$ cat config.mk
export PLATFORM = sky130hd
export DESIGN_NAME = scr_receiver
export DESIGN_NICKNAME = d
export VERILOG_FILES = /design/src/rtl/scr_pkg.sv /design/src/rtl/scr_receiver.sv /design/src/rtl/scr_oneshot.sv
export VERILOG_INCLUDE_DIRS = /design/src /design/src/rtl
export SDC_FILE = /design/constraint.sdc
export NUM_CORES = 1
export LEC_CHECK = 0
export BUFFER_PORTS_ARGS = -buffer_cell sky130_fd_sc_hd__buf_4
export CAP_MARGIN = 10
export CORE_MARGIN = 1.5
export CORE_UTILIZATION = 30
export DETAILED_ROUTE_END_ITERATION = 10
export PLACE_DENSITY_LB_ADDON = 0.05
export REMOVE_ABC_BUFFERS = 1
export SYNTH_ARGS = -nofsm -noshare
export SYNTH_HDL_FRONTEND = slang
export SYNTH_HIERARCHICAL = 1
export SYNTH_SLANG_ARGS = --single-unit
export TNS_END_PERCENT = 50
$ cat constraint.sdc
create_clock -name clk -period 2.8 [get_ports clk]
set_input_delay 0.14 -clock clk [delete_from_list [all_inputs] [get_ports clk]]
set_output_delay 0.14 -clock clk [all_outputs]
set_load 0.02 [all_outputs]
$ cat src/rtl/scr_params.svh
// Constants for the sync character receiver framing block
`ifndef SCR_PARAMS_SVH
`define SCR_PARAMS_SVH
`define SCR_CLK_NS 100
`define SCR_ONESHOT_NS 400
`define SCR_ONESHOT_CYC (((`SCR_ONESHOT_NS) / (`SCR_CLK_NS)) < 1 ? 1 : ((`SCR_ONESHOT_NS) / (`SCR_CLK_NS)))
`define SCR_PE_DLY_NS 200
`define SCR_PE_DLY_CYC (((`SCR_PE_DLY_NS) / (`SCR_CLK_NS)) < 1 ? 1 : ((`SCR_PE_DLY_NS) / (`SCR_CLK_NS)))
`define SCR_CNT_W 4
`define SCR_TMR_W 4
`endif

$ cat src/rtl/scr_pkg.sv
// Types for the sync character receiver framing block
package scr_pkg;
   typedef enum logic [3:0] {
      SCR_SEARCH = 4'h1,
      SCR_FRAME  = 4'h2,
      SCR_WAIT   = 4'h4,
      SCR_DRDY   = 4'h8
   } scr_state_t;
endpackage

$ cat src/rtl/scr_receiver.sv
// Receiver sync search, character framing and sync strip logic
`include "scr_params.svh"
module scr_receiver import scr_pkg::*; #(
   parameter int CHAR_W = 8
) (
   input wire logic clk,
   input wire logic rst_n,
   input wire logic rx_clk,
   input wire logic rx_serial,
   input wire logic rx_enable,
   input wire logic [CHAR_W-1:0] sync_reg,
   input wire logic odd_parity,
   input wire logic rx_buffer_read_strobe_n,
   output logic [CHAR_W-1:0] receive_data_buffer,
   output logic data_received_flag,
   output logic data_ready,
   output logic match_detect,
   output logic reset_character,
   output logic match_pulse,
   output logic first_in_flop,
   output logic receive_active,
   output logic parity_error_out,
   output logic parity_error_flag,
   output logic receive_error,
   output logic overrun_error,
   output logic receive_done,
   output logic rx_interrupt_req,
   output logic clear_status_and_data
);
   typedef struct packed {
      logic [1:0] clk_sy;
      logic [1:0] ser_sy;
      logic [1:0] strb_sy;
      logic clk_prev;
      logic strb_prev;
      logic armed;
      scr_state_t st;
      logic [`SCR_CNT_W-1:0] bitcnt;
      logic [CHAR_W:0] shreg;
      logic [CHAR_W-1:0] rdbuf;
      logic dr;
      logic drdy;
      logic mdet;
      logic rstchar;
      logic first_in;
      logic act;
      logic pe;
      logic perr;
      logic ovr;
      logic done;
      logic clr;
      logic [`SCR_TMR_W-1:0] pe_tmr;
   } scr_state_s_t;

   scr_state_s_t s_q, s_d;
   logic match_fire, match_active, match_end;
   logic drr_fire, drr_active, drr_end;

   function automatic logic par_ok(input logic [CHAR_W:0] c, input logic odd);
      par_ok = ((^c) == odd);
   endfunction

   // ----------------------------------------
   // One-shots
   // ----------------------------------------
   scr_oneshot #(.CYCLES(`SCR_ONESHOT_CYC)) u_match (
      .clk(clk), .rst_n(rst_n), .trig(match_fire), .active(match_active), .done(match_end)
   );
   scr_oneshot #(.CYCLES(`SCR_ONESHOT_CYC)) u_drr (
      .clk(clk), .rst_n(rst_n), .trig(drr_fire), .active(drr_active), .done(drr_end)
   );

   // ----------------------------------------
   // Next state
   // ----------------------------------------
   logic bit_tick, clk_fall, strb_fall, strb_rise;
   logic [CHAR_W:0] sh_n;
   logic [CHAR_W-1:0] ch;
   logic is_sync, good;
   always_comb begin
      s_d = s_q;
      s_d.clk_sy = {s_q.clk_sy[0], rx_clk};
      s_d.ser_sy = {s_q.ser_sy[0], rx_serial};
      s_d.strb_sy = {s_q.strb_sy[0], rx_buffer_read_strobe_n};
      s_d.clk_prev = s_q.clk_sy[1];
      s_d.strb_prev = s_q.strb_sy[1];
      // Sample on rising receive clock near bit center
      bit_tick = s_q.clk_sy[1] & ~s_q.clk_prev;
      clk_fall = ~s_q.clk_sy[1] & s_q.clk_prev;
      strb_fall = ~s_q.strb_sy[1] & s_q.strb_prev;
      strb_rise = s_q.strb_sy[1] & ~s_q.strb_prev;
      sh_n = {s_q.ser_sy[1], s_q.shreg[CHAR_W:1]};
      ch = sh_n[CHAR_W-1:0];
      is_sync = (ch == sync_reg);
      good = par_ok(sh_n, odd_parity);
      s_d.clr = drr_fire;
      match_fire = 1'b0;
      drr_fire = 1'b0;
      // Enable re-arms only on a falling receive clock while data-ready is clear
      if (!rx_enable) begin
         s_d.armed = 1'b0;
         s_d.st = SCR_SEARCH;
         s_d.act = 1'b0;
         s_d.first_in = 1'b0;
      end else if (clk_fall && !s_q.drdy) begin
         s_d.armed = 1'b1;
      end
      if (match_end) begin
         s_d.first_in = 1'b1;
      end
      if (bit_tick && s_q.armed && rx_enable) begin
         s_d.shreg = sh_n;
         case (s_q.st)
            SCR_SEARCH: begin
               s_d.rdbuf = ch;
               if (is_sync && good) begin
                  s_d.mdet = 1'b1;
                  s_d.rstchar = 1'b1;
                  match_fire = 1'b1;
                  s_d.st = SCR_FRAME;
                  s_d.bitcnt = '0;
               end
            end
            SCR_FRAME: begin
               if (s_q.bitcnt == `SCR_CNT_W'(CHAR_W)) begin
                  s_d.bitcnt = '0;
                  s_d.rdbuf = ch;
                  s_d.mdet = is_sync;
                  s_d.ovr = s_q.ovr | s_q.dr;
                  if (!good) begin
                     s_d.pe = 1'b1;
                     s_d.perr = 1'b1;
                     s_d.rstchar = 1'b0;
                     s_d.pe_tmr = `SCR_TMR_W'(`SCR_PE_DLY_CYC);
                  end else begin
                     s_d.rstchar = is_sync;
                     s_d.dr = 1'b1;
                  end
               end else begin
                  s_d.bitcnt = s_q.bitcnt + `SCR_CNT_W'(1);
               end
            end
            default: s_d.st = SCR_SEARCH;
         endcase
      end
      // Delayed data-received after parity error
      if (s_q.pe_tmr != '0) begin
         s_d.pe_tmr = s_q.pe_tmr - `SCR_TMR_W'(1);
         if (s_q.pe_tmr == `SCR_TMR_W'(1)) begin
            s_d.dr = 1'b1;
         end
      end
      // Data-ready follows the flag and holds through the one-shot
      if (s_q.dr && !s_q.drdy) begin
         s_d.drdy = 1'b1;
         s_d.armed = 1'b0;
         if (!s_q.act && s_q.first_in && s_q.rstchar && !s_q.perr) begin
            drr_fire = 1'b1;
         end else if (s_q.act && s_q.rstchar && !s_q.perr) begin
            drr_fire = 1'b1;
         end else if (s_q.act) begin
            s_d.done = 1'b1;
         end
      end
      if (strb_fall) begin
         drr_fire = 1'b1;
      end
      if (s_q.clr) begin
         s_d.dr = 1'b0;
         s_d.pe = 1'b0;
         s_d.perr = 1'b0;
         s_d.ovr = 1'b0;
      end
      if (drr_end) begin
         s_d.drdy = 1'b0;
         if (!s_q.act && s_q.first_in) begin
            s_d.act = 1'b1;
         end
      end
      if (strb_rise) begin
         s_d.done = 1'b0;
      end
   end

   // ----------------------------------------
   // State register
   // ----------------------------------------
   always_ff @(posedge clk or negedge rst_n) begin
      if (!rst_n) begin
         s_q <= '{st: SCR_SEARCH, clk_sy: 2'h0, ser_sy: 2'h0, strb_sy: 2'h3, strb_prev: 1'b1, default: '0};
      end else begin
         s_q <= s_d;
      end
   end

   // ----------------------------------------
   // Outputs straight from flops, except match_pulse decoded from the one-shot count
   // ----------------------------------------
   assign receive_data_buffer = s_q.rdbuf;
   assign data_received_flag = s_q.dr;
   assign data_ready = s_q.drdy;
   assign match_detect = s_q.mdet;
   assign reset_character = s_q.rstchar;
   assign match_pulse = match_active;
   assign first_in_flop = s_q.first_in;
   assign receive_active = s_q.act;
   assign parity_error_out = s_q.pe;
   assign parity_error_flag = s_q.perr;
   assign receive_error = s_q.perr;
   assign overrun_error = s_q.ovr;
   assign receive_done = s_q.done;
   assign rx_interrupt_req = s_q.done;
   assign clear_status_and_data = s_q.clr;
endmodule

$ cat src/rtl/scr_oneshot.sv
// Retriggerable pulse stretcher used for the one-shots
`include "scr_params.svh"
module scr_oneshot #(
   parameter int CYCLES = 4
) (
   input wire logic clk,
   input wire logic rst_n,
   input wire logic trig,
   output logic active,
   output logic done
);
   typedef struct packed {
      logic [`SCR_TMR_W-1:0] cnt;
      logic done;
   } scr_os_t;
   scr_os_t s_q, s_d;
   always_comb begin
      s_d = s_q;
      s_d.done = 1'b0;
      if (trig) begin
         s_d.cnt = `SCR_TMR_W'(CYCLES);
      end else if (s_q.cnt != '0) begin
         s_d.cnt = s_q.cnt - `SCR_TMR_W'(1);
         s_d.done = (s_q.cnt == `SCR_TMR_W'(1));
      end
   end
   always_ff @(posedge clk or negedge rst_n) begin
      if (!rst_n) begin
         s_q <= '0;
      end else begin
         s_q <= s_d;
      end
   end
   assign active = (s_q.cnt != '0);
   assign done = s_q.done;
endmodule

* Word-level counts from Yosys, hierarchy flattened
Index checks and enable logic that the tools add are counted. W data, S select, Z words.
Storage, ports and cells: bits in registers 59, input bits 15, word-level logic and storage cells 145
Cells by class: $add $sub $neg 4, eq/ne operators 16, mux-type cells 54, bitwise logic cells 9, reductions and logical operators 36
Operators by type and width (number):
- $mux W4 | 9
- $mux W1 | 28
- $mux W26 | 1
- $reduce_bool A2 Y1 | 12
- $eq A4 B1 Y1 const B | 4
- $pmux W4 S2 | 2
- $pmux W8 S2 | 1
- $reduce_and A4 Y1 | 4
- $mux W3 | 4
- $reduce_bool A4 Y1 | 3
- $sub A4 B1 Y4 const B | 3
- $logic_and A1 B1 Y1 | 10
- $mux W5 | 2
- $ne A2 B2 Y1 const B | 5
- $mux W9 | 1
- $reduce_and A3 Y1 | 3
- $reduce_xor A9 Y1 | 1
- $eq A8 B8 Y1 | 1
- $mux W2 | 4
- $mux W8 | 1
- $add A4 B1 Y4 const B | 1
- $and A1 B1 Y1 | 4
- $eq A4 B2 Y1 const B | 1
- $eq A4 B4 Y1 const B | 1
- other kinds (7) | 13

* Depth between registers and ports, before layout
Gate-level depths: netlist of run 1.
word-level depth 9, depth in mapped cells 8, gate-level depth less buffers 7

* Cells and area by module
The synthesis of run 1 kept the hierarchy.
By module, submodules not included:
- scr_receiver | instances 1, cells each 192, area each 2182.1 um2
- scr_oneshot | instances 2, cells each 19, area each 200.2 um2

* Worst setup path after synthesis of run 1
OpenSTA, ideal clock, no wires.
kind register -> register, start reg s_q, in the netlist ch[4], end reg u_match.s_q, in the netlist u_match/done, data arrival time 1747 ps, required time 2680 ps, path slack 933 ps, cell stages (with the launch flop) 7, path buffers 0, period minus slack after synthesis 1867 ps, path through dfrtp_1 > xor2_1 > xnor3_2 > xnor2_4 > and3_1 > inv_1 > and3_1
RTL lines:
- from (decl) | line scr_receiver.sv:55 | scr_state_s_t s_q, s_d;
- from (signal assigned) | line scr_receiver.sv:190 | s_q <= '{st: SCR_SEARCH, clk_sy: 2'h0, ser_sy: 2'h0, strb_sy: 2'h3, strb_prev: 1'b1, default: '0};
- from (signal assigned) | line scr_receiver.sv:192 | s_q <= s_d;
- to (signal assigned) | line scr_oneshot.sv:29 | s_q <= '0;
- to (signal assigned) | line scr_oneshot.sv:31 | s_q <= s_d;
- to (decl) | line scr_oneshot.sv:16 | scr_os_t s_q, s_d;

==> reports/metrics.csv, run 1 <==
metric,value,unit
met3 Usage GRT,5.502,%
vias per inst,4.598,
Max Freq,477.8,MHz
endpoint class of the critical path,flip-flop,
CP max stage cell,xnor3_2,
layout cells sized above 1,28.57,%
Finish-stage setup viols,0,
CTS tree,yes,
reg2reg start,ch[4],
routability cong.,0.7431,
layout net count,287,
period utilization,74.75,%
vias in the first global route,1717,
R2R depth,6,
Post-Syn Area,2575,um^2
H-tree Lvls,3,
CP peak stage delay,0.49,ns
fill cell count,845,
worst hold path stage count,3,
total grt overflow,0,
CP most frequent cell,and3_1,
DR vias,1738,
clk_lat worst skew,0.34,ns
Hold Startpoint,rx_enable,
Worst IR Drop VDD,0.3189,mV
Post-route DRC,0,
Pwr Total,0.002207,W
first-pass GRT wire length,8.728,mm
clock sinks,57,
CTS root buf,clkbuf_8,
pwr dens,697.4,nW/um^2
sequential standard cell area,1431,um^2
Total Routing Usage GR,13.21,%
Num CTS Buffers,9,
number of buffers on the longest clock path,2,
Max-slew headroom,51.54,%
r2r endpoint,u_match/done,
"Critical Path, Cell by Cell",xor2_1 > xnor3_2 > xnor2_4 > and3_1 > inv_1 > and3_1,
Starting Density,31.18,%
Hold Crit Endpoint,s_q[40],
largest net degree at the start of global routing,58,
HP Class,primary input to flip-flop,
WP data required,3.03,ns
drt pass-1 iters,4,
WL final,5.212,mm
Max Cap Viol,0,
Startpoint Class,flip-flop,
I/O pins,37,
WL/cell,13.79,um
die width,95.65,um
CORE AREA,8258,um^2
post-DP HPWL,3.588,mm
run status,finished clean,
critical path class,flip-flop to flip-flop,
skew final,0.009418,ns
IO buf count,36,
"Hold Vio Cnt, Final",0,
Slew @ Worst Pin,0.7269,ns
cell count after synthesis,228,
Yosys Warn Count,6,
"Arr. time, crit path",2.32,ns
FP Rows,33,
Die ar.,9148,um^2
met1 usage,18.15,%
Final ANT Viol Nets,0,
Tmin final,2.093,ns
flop2flop setup slack,0.71,ns
post-CTS setup buffer count,0,
met2 Usage GRT,18.78,%
crit path buf inv count,1,
Layout Area Growth over Synthesis,22.89,%
leak pwr,1.493,nW
initial drt markers,18,
initial antenna violation count,0,
global-route layer with the greatest usage,met2,
Max Slew Vio Count,0,
area occupied by multi-input gates,985.9,um^2
RSZ-0062 raised after global routing,false,
clk slew on worst S/H paths,0.07,ns
Fin Setup TNS,0,ns
"Avg Cell Area, Syn",11.29,um^2
cell family with most CP delay,XOR/XNOR gates,
Die Y,95.65,um
Ant. Diodes,0,
maximum fanout along the worst path,7,
==> report_power, final <==
| group | internal (W) | switching [W] |
|---|---|---|
| Combinational | 0.000175 | 0.000194 |
| Sequential | 0.000912 | 0.0000747 |
| Clock | 0.000498 | 0.000353 |
==> routing by layer <==
layer / routed length [um] / share of wire, % / vias up
li1: - / - / 860
met1: 2661 / 51 / 840
met2: 2247 / 43 / 28
met3: 220 / 4.2 / 10
met4: 82 / 1.6 / 0
met5: 0 / 0 / -
==> registers in the layout, summed over array words and instances (netlist names) <==
| register | count |
|---|---|
| s_q | 16 |
| ch | 8 |
| receive_data_buffer | 8 |
| s_d | 5 |
| u_drr/s_q | 4 |
| u_match/s_q | 4 |
| clear_status_and_data | 1 |
| data_ready | 1 |
| data_received_flag | 1 |
| first_in_flop | 1 |
| match_detect | 1 |
| overrun_error | 1 |
| parity_error_out | 1 |
| receive_active | 1 |
| receive_done | 1 |
| reset_character | 1 |
| u_drr/done | 1 |
| u_match/done | 1 |
==> final cells by class <==
| cell class | instances | share of cell area, % |
|---|---|---|
| Timing Repair Buffer | 43 | 10.52 |
| Multi-Input combinational cell | 140 | 31.16 |
| Clock buffer | 9 | 3.915 |
| Inverter | 17 | 2.017 |
| Clock inverter | 7 | 3.005 |
| Sequential cell | 57 | 45.24 |
| Tap cell | 105 | 4.152 |
==> stage by stage <==
step	hold WS (ns)	setup WS [ns]	area [um^2]	util (%)	std cells
floorplan	-0.1556	0.7546	2481	-	214
global placement	0.2494	0.7502	2905	35.18	358
detailed placement	0.2493	0.6770	2905	35.18	358
CTS	0.06757	0.6610	3164	38.32	378
global route	0.07825	0.5330	3164	38.32	378
finish	0.08412	0.7069	3164	38.32	378
==> tightest hold or removal path, cell delays in order <==
cell and delay (ns):
buf_4 0.15, nand2_1 0.06, nor2_1 0.03
==> layout by cell type (no fill, tap or decap), drive strengths merged, types with 2 or more instances in the layout <==
master,n
dfrtp,53
buf,39
inv,17
nand2,15
o21ai,14
xnor2,14
nor2,14
nand3,11
a21oi,9
mux2,9
clkbuf,9
nor3,7
and3,6
nor2b,4
ha,4
clkinvlp,4
dlygate4sd3,4
dfstp,4
nand4,3
xor2,3
mux2i,3
o211ai,3
nand3b,2
bufinv,2
o311a,2
nor4b,2
a31oi,2
==> worst max-delay path by stage <==
stage / from / to / slack (ns) / cells past startpoint
detailed placement: ch[4] / u_match/done / 0.68 / 6
global placement: ch[4] / u_match/done / 0.75 / 6
CTS: ch[4] / u_match/done / 0.66 / 6
finish: ch[4] / u_match/done / 0.71 / 6
floorplan: s_q[42] / u_match/done / 0.75 / 5
global route: s_q[42] / u_match/done / 0.53 / 5
==> repair_timing <==
item	CTS	global route
resized for setup	0	0
endpoints found under the hold margin	56	0
hold buffers	4	0
(Power assumes the default switching activity.)
==> inputs of run 2 (changes only) <==
- clock period: 2.8 -> 1.8 ns (I/O delays scaled with it)
==> reports/metrics.csv, run 2 (synthesis gave the netlist of run 1 again) <==
metric,value,unit,change
run status,finished clean,,unchanged
maximum fanout along the worst path,4,,was 7
Num CTS Buffers,9,,unchanged
I/O pins,37,,unchanged
initial antenna violation count,0,,unchanged
Final Util,39.98,%,was 38.32%
CTS tree,yes,,unchanged
endpoint class of the critical path,flip-flop,,unchanged
Finish-stage setup viols,0,,unchanged
pwr dens,981.4,nW/um^2,was 697.4 nW/um^2
vias in the first global route,1809,,was 1717
WP data required,2.01,ns,was 3.03 ns
"Critical Path, Cell by Cell",xor2_1 > xnor3_2 > xnor2_4 > and3_4 > o31a_1,,was xor2_1 > xnor3_2 > xnor2_4 > and3_1 > inv_1 > and3_1
layout net count,303,,was 287
Total Routing Usage GR,13.78,%,was 13.21%
CTS root buf,clkbuf_8,,unchanged
period utilization,99.39,%,was 74.75%
IO buf count,36,,unchanged
post-DP HPWL,3.739,mm,was 3.588 mm
HP Class,primary input to flip-flop,,unchanged
RSZ-0062 raised after global routing,true,,was false
Max-slew headroom,50.17,%,was 51.54%
total grt overflow,0,,unchanged
Tmin final,1.789,ns,was 2.093 ns
"non-filler cells, final",394,,was 378
clock sinks,57,,unchanged
layout cells sized above 1,36.33,%,was 28.57%
"Hold Vio Cnt, Final",0,,unchanged
first-pass GRT wire length,9.121,mm,was 8.728 mm
Pwr Total,0.003241,W,was 0.002207 W
vias per inst,4.525,,was 4.598
number of buffers on the longest clock path,2,,unchanged
Startpoint Class,flip-flop,,unchanged
critical path class,flip-flop to flip-flop,,unchanged
clk slew on worst S/H paths,0.06,ns,was 0.07 ns
DR vias,1783,,was 1738
Die ar.,9148,um^2,unchanged
"commonest non-fill, non-tap cell in the layout",buf_4,,was dfrtp_1
worst hold slack,0.1750,ns,was 0.08412 ns
Biggest register,s_q,,unchanged
Max Slew Vio Count,0,,unchanged
Cells after DPL,374,,was 358
Final ANT Viol Nets,0,,unchanged
Max Cap Viol,0,,unchanged
largest net degree at the start of global routing,58,,unchanged
"Arr. time, crit path",2.00,ns,was 2.32 ns
H-tree Lvls,3,,unchanged
clk_lat worst skew,0.33,ns,was 0.34 ns
most frequent cells in the layout,"buf_4, dfrtp_1, inv_1, nand2_1, o21ai_0",,"was dfrtp_1, buf_4, inv_1"
Worst IR Drop VDD,0.4832,mV,was 0.3189 mV
Max Freq,559.0,MHz,was 477.8 MHz
Starting Density,31.18,%,unchanged
CP peak stage delay,0.48,ns,was 0.49 ns
WL final,5.371,mm,was 5.212 mm
CP max stage cell,xnor3_2,,unchanged
Slew @ Worst Pin,0.7474,ns,was 0.7269 ns
R2R depth,5,,was 6
CORE AREA,8258,um^2,unchanged
leak pwr,1.586,nW,was 1.493 nW
Die Y,95.65,um,unchanged
Ant. Diodes,0,,unchanged
WL/cell,13.63,um,was 13.79 um
worst hold path stage count,3,,unchanged
skew final,0.01210,ns,was 0.009418 ns
routability cong.,0.7177,,was 0.7431
max FFs per register,16,,unchanged
drt pass-1 iters,4,,unchanged
Layout Area Growth over Synthesis,28.23,%,was 22.89%
die width,95.65,um,unchanged
FP Rows,33,,unchanged
initial drt markers,53,,was 18
Post-route DRC,0,,unchanged
==> run 2: cell types whose count changed in the layout (fill, tap and decap cells not counted), sizes merged <==
cell,change
clkinv,+1
bufinv,-2
clkinvlp,-3
clkbuf,+4
buf,+16
==> run 2: path summary, 6_finish.rpt <==
kind | startpoint | to | slack (ns)
worst max-delay path | ch[5] | match_detect | 0.01
worst min-delay path | rx_enable | first_in_flop | 0.18
worst max register to register | ch[5] | match_detect | 0.01
worst min register to register | s_d[46] | s_q[46] | 0.36
max in group asynchronous | rst_n | receive_data_buffer[7] | 0.94
min in group asynchronous | rst_n | receive_data_buffer[4] | 0.36
==> run 2: power by group <==
part | switching (W) | internal (W)
sequential | 0.000105 | 0.00142
combinational | 0.000332 | 0.000326
clock | 0.000486 | 0.000571
==> run 2: stage by stage <==
stage,setup WS [ns],setup TNS [ns],instance area [um^2]
floorplan,-0.2454,-2.941,2481
global placement,-0.02849,-0.1030,3025
detailed placement,-0.08557,-0.4839,3025
CTS,-0.009815,-0.009815,3288
global route,-0.06506,-0.6638,3302
finish,0.01095,0,3302
==> run 2: repair_timing <==
| action | 4_1_cts | 5_1_grt |
|---|---|---|
| setup endpoints to repair | 10 | 24 |
| gates resized for setup | 9 | 6 |
| hold endpoints to repair | 56 | 0 |
| buffers inserted | 0 | 0 |
| pin swaps | 3 | 1 |
| hold buffers | 4 | 0 |
==> run 2: layout make-up <==
class,instances,area (um^2)
clock buffers,13,158.9
multi-input cells,140,1042
inverters,17,63.81
flip-flops and latches,57,1431
fillers,843,4956
repair buffers,59,456.7
well taps,105,131.4
clock inverters,3,17.52
==> run 2: worst max-delay path: cells and delay by family (launching register included) <==
kind            cells  cell delay (ns)
compound gates      1             0.27
flops               1             0.38
simple gates        1             0.22
xor+xnor            3             0.80
==> run 2: per-layer routing <==
layer	vias to the layer above	GRT usage, %	wire (um)	share of wire, %
li1	884	-	-	-
met1	870	18.47	2808	52
met2	24	20.31	2323	43
met3	5	5.343	177	3.3
met4	0	4.412	62	1.2
met5	-	0	0	0
==> inputs of run 3 (changes only) <==
- SETUP_SLACK_MARGIN: not set -> 0.05
==> reports/metrics.csv, run 3 (synthesis gave the netlist of run 1 again) <==
metric,value,unit,change
Biggest register,s_q,,unchanged
skew final,0.01205,ns,was 0.01210 ns
vias in the first global route,1806,,was 1809
WL/cell,13.62,um,was 13.63 um
CORE AREA,8258,um^2,unchanged
Die Y,95.65,um,unchanged
maximum fanout along the worst path,4,,unchanged
Die ar.,9148,um^2,unchanged
CTS root buf,clkbuf_8,,unchanged
drt pass-1 iters,4,,unchanged
Final ANT Viol Nets,0,,unchanged
Worst setup startpoint,ch[5],,unchanged
max FFs per register,16,,unchanged
Max-slew headroom,50.45,%,was 50.17%
Clock power frac,32.7,%,was 32.6%
clk slew on worst S/H paths,0.06,ns,about the same
number of buffers on the longest clock path,2,,unchanged
Starting Density,31.18,%,unchanged
HP Class,primary input to flip-flop,,unchanged
Final Util,40.09,%,was 39.98%
Finish-stage setup viols,0,,unchanged
Max Freq,559.0,MHz,about the same
post-CTS setup buffer count,0,,unchanged
total grt overflow,0,,unchanged
cell family with most CP delay,XOR/XNOR gates,,unchanged
Sequential Power Share,47.0,%,was 47.1%
crit path buf inv count,0,,unchanged
reg2reg start,ch[5],,unchanged
critical path class,flip-flop to flip-flop,,unchanged
layout cells sized above 1,35.99,%,was 36.33%
Startpoint Class,flip-flop,,unchanged
vias per inst,4.538,,was 4.525
period utilization,99.38,%,was 99.39%
Tmin final,1.789,ns,about the same
routability cong.,0.7177,,unchanged
run status,finished clean,,unchanged
Max Cap Viol,0,,unchanged
Layout Area Growth over Synthesis,28.57,%,was 28.23%
Worst IR Drop VDD,0.4846,mV,was 0.4832 mV
Hold Startpoint,rx_enable,,unchanged
Net Switching,0.0009254,W,was 0.0009243 W
DR vias,1788,,was 1783
"Critical Path, Cell by Cell",xor2_1 > xnor3_2 > xnor2_4 > and3_4 > o31a_1,,unchanged
initial antenna violation count,0,,unchanged
Slew @ Worst Pin,0.7433,ns,was 0.7474 ns
CTS tree,yes,,unchanged
CP max stage cell,xnor3_2,,unchanged
WP data required,2.01,ns,about the same
first-pass GRT wire length,9.121,mm,unchanged
Power Internal,0.002316,W,about the same
leak pwr,1.590,nW,was 1.586 nW
I/O pins,37,,unchanged
die width,95.65,um,unchanged
Max Slew Vio Count,0,,unchanged
H-tree Lvls,3,,unchanged
worst hold slack,0.1662,ns,was 0.1750 ns
most frequent cells in the layout,"dfrtp_1, buf_4, inv_1",,"was buf_4, dfrtp_1, inv_1, nand2_1, o21ai_0"
FP Rows,33,,unchanged
layout net count,303,,unchanged
Logic pwr share,20.3,%,about the same
Total Routing Usage GR,13.78,%,unchanged
Num CTS Buffers,9,,unchanged
IO buf count,36,,unchanged
pwr dens,979.2,nW/um^2,was 981.4 nW/um^2
Ant. Diodes,0,,unchanged
"Hold Vio Cnt, Final",0,,unchanged
clock sinks,57,,unchanged
endpoint class of the critical path,flip-flop,,unchanged
Post-route DRC,0,,unchanged
post-DP HPWL,3.739,mm,unchanged
largest net degree at the start of global routing,58,,unchanged
clk_lat worst skew,0.33,ns,about the same
WL final,5.368,mm,was 5.371 mm
Fin Setup TNS,0,ns,unchanged
CP peak stage delay,0.49,ns,was 0.48 ns
Sw Share,28.54,%,was 28.52%
RSZ-0062 raised after global routing,true,,unchanged
initial drt markers,39,,was 53
"Arr. time, crit path",2.00,ns,about the same
-- run 3: changes by cell type in the layout (fill, tap and decap cells not counted) --
cell	previous run	this run
inv_2	2	1
nor2b_2	1	0
inv_1	15	16
buf_6	1	2
nor2b_4	0	1
buf_4	54	53
-- run 3: through the flow --
step	power (W)	instance area [um^2]	setup WS, ns	std cells
after floorplan	0.001890	2481	-0.2454	214
after global placement	0.002180	3025	-0.02849	374
after detailed placement	0.002183	3025	-0.08557	374
after CTS	0.003314	3284	-0.008475	394
after global routing	0.003464	3311	-0.06454	394
final	0.003242	3311	0.01110	394
-- run 3: power groups by stage --
stage          Combinational [W]  Sequential [W]  Clock [W]
2_1_floorplan           0.000259         0.00163          0
3_3_place_gp            0.000634         0.00155          0
3_5_place_dp            0.000639         0.00154          0
4_1_cts                 0.000673         0.00153    0.00112
5_1_grt                 0.000732         0.00155    0.00118
6_report                0.000658         0.00152    0.00106
-- run 3: final cells by class --
class,instances,area (um^2)
Clock buffer,13,158.9
Clock inverter,3,17.52
Fill cell,838,4947
Inverter,17,63.81
Multi-Input combinational cell,140,1047
Sequential cell,57,1431
Tap cell,105,131.4
Timing Repair Buffer,59,460.4
-- run 3: worst register-to-register path, delay by kind of cell (launching register included) --
| kind | cells | cell delay [ns] |
|---|---|---|
| xor+xnor | 3 | 0.81 |
| flops | 1 | 0.38 |
| compound gates | 1 | 0.27 |
| simple gates | 1 | 0.22 |
-- run 3: what timing repair did --
item,CTS,global route
pin swaps,4,3
hold endpoints to repair,56,0
gates resized for setup,7,9
setup endpoints to repair,14,24
hold buffers,4,0
-- run 3: path summary, 6_finish.rpt --
kind | slack (ns) | cells after the start | endpoint
setup reg to reg | 0.01 | 5 | match_detect
hold reg to reg | 0.36 | 0 | s_d[41]
min in group asynchronous | 0.36 | 2 | receive_data_buffer[4]
setup / recovery | 0.01 | 5 | match_detect
max in group asynchronous | 0.95 | 2 | first_in_flop
hold / removal | 0.17 | 3 | first_in_flop
-- run 3: routing by layer --
layer | share of wire [%] | track usage, % | vias up
li1 | - | - | 886
met1 | 52 | 18.47 | 873
met2 | 44 | 20.31 | 24
met3 | 3.1 | 5.343 | 5
met4 | 1.2 | 4.412 | 0
met5 | 0 | 0 | -
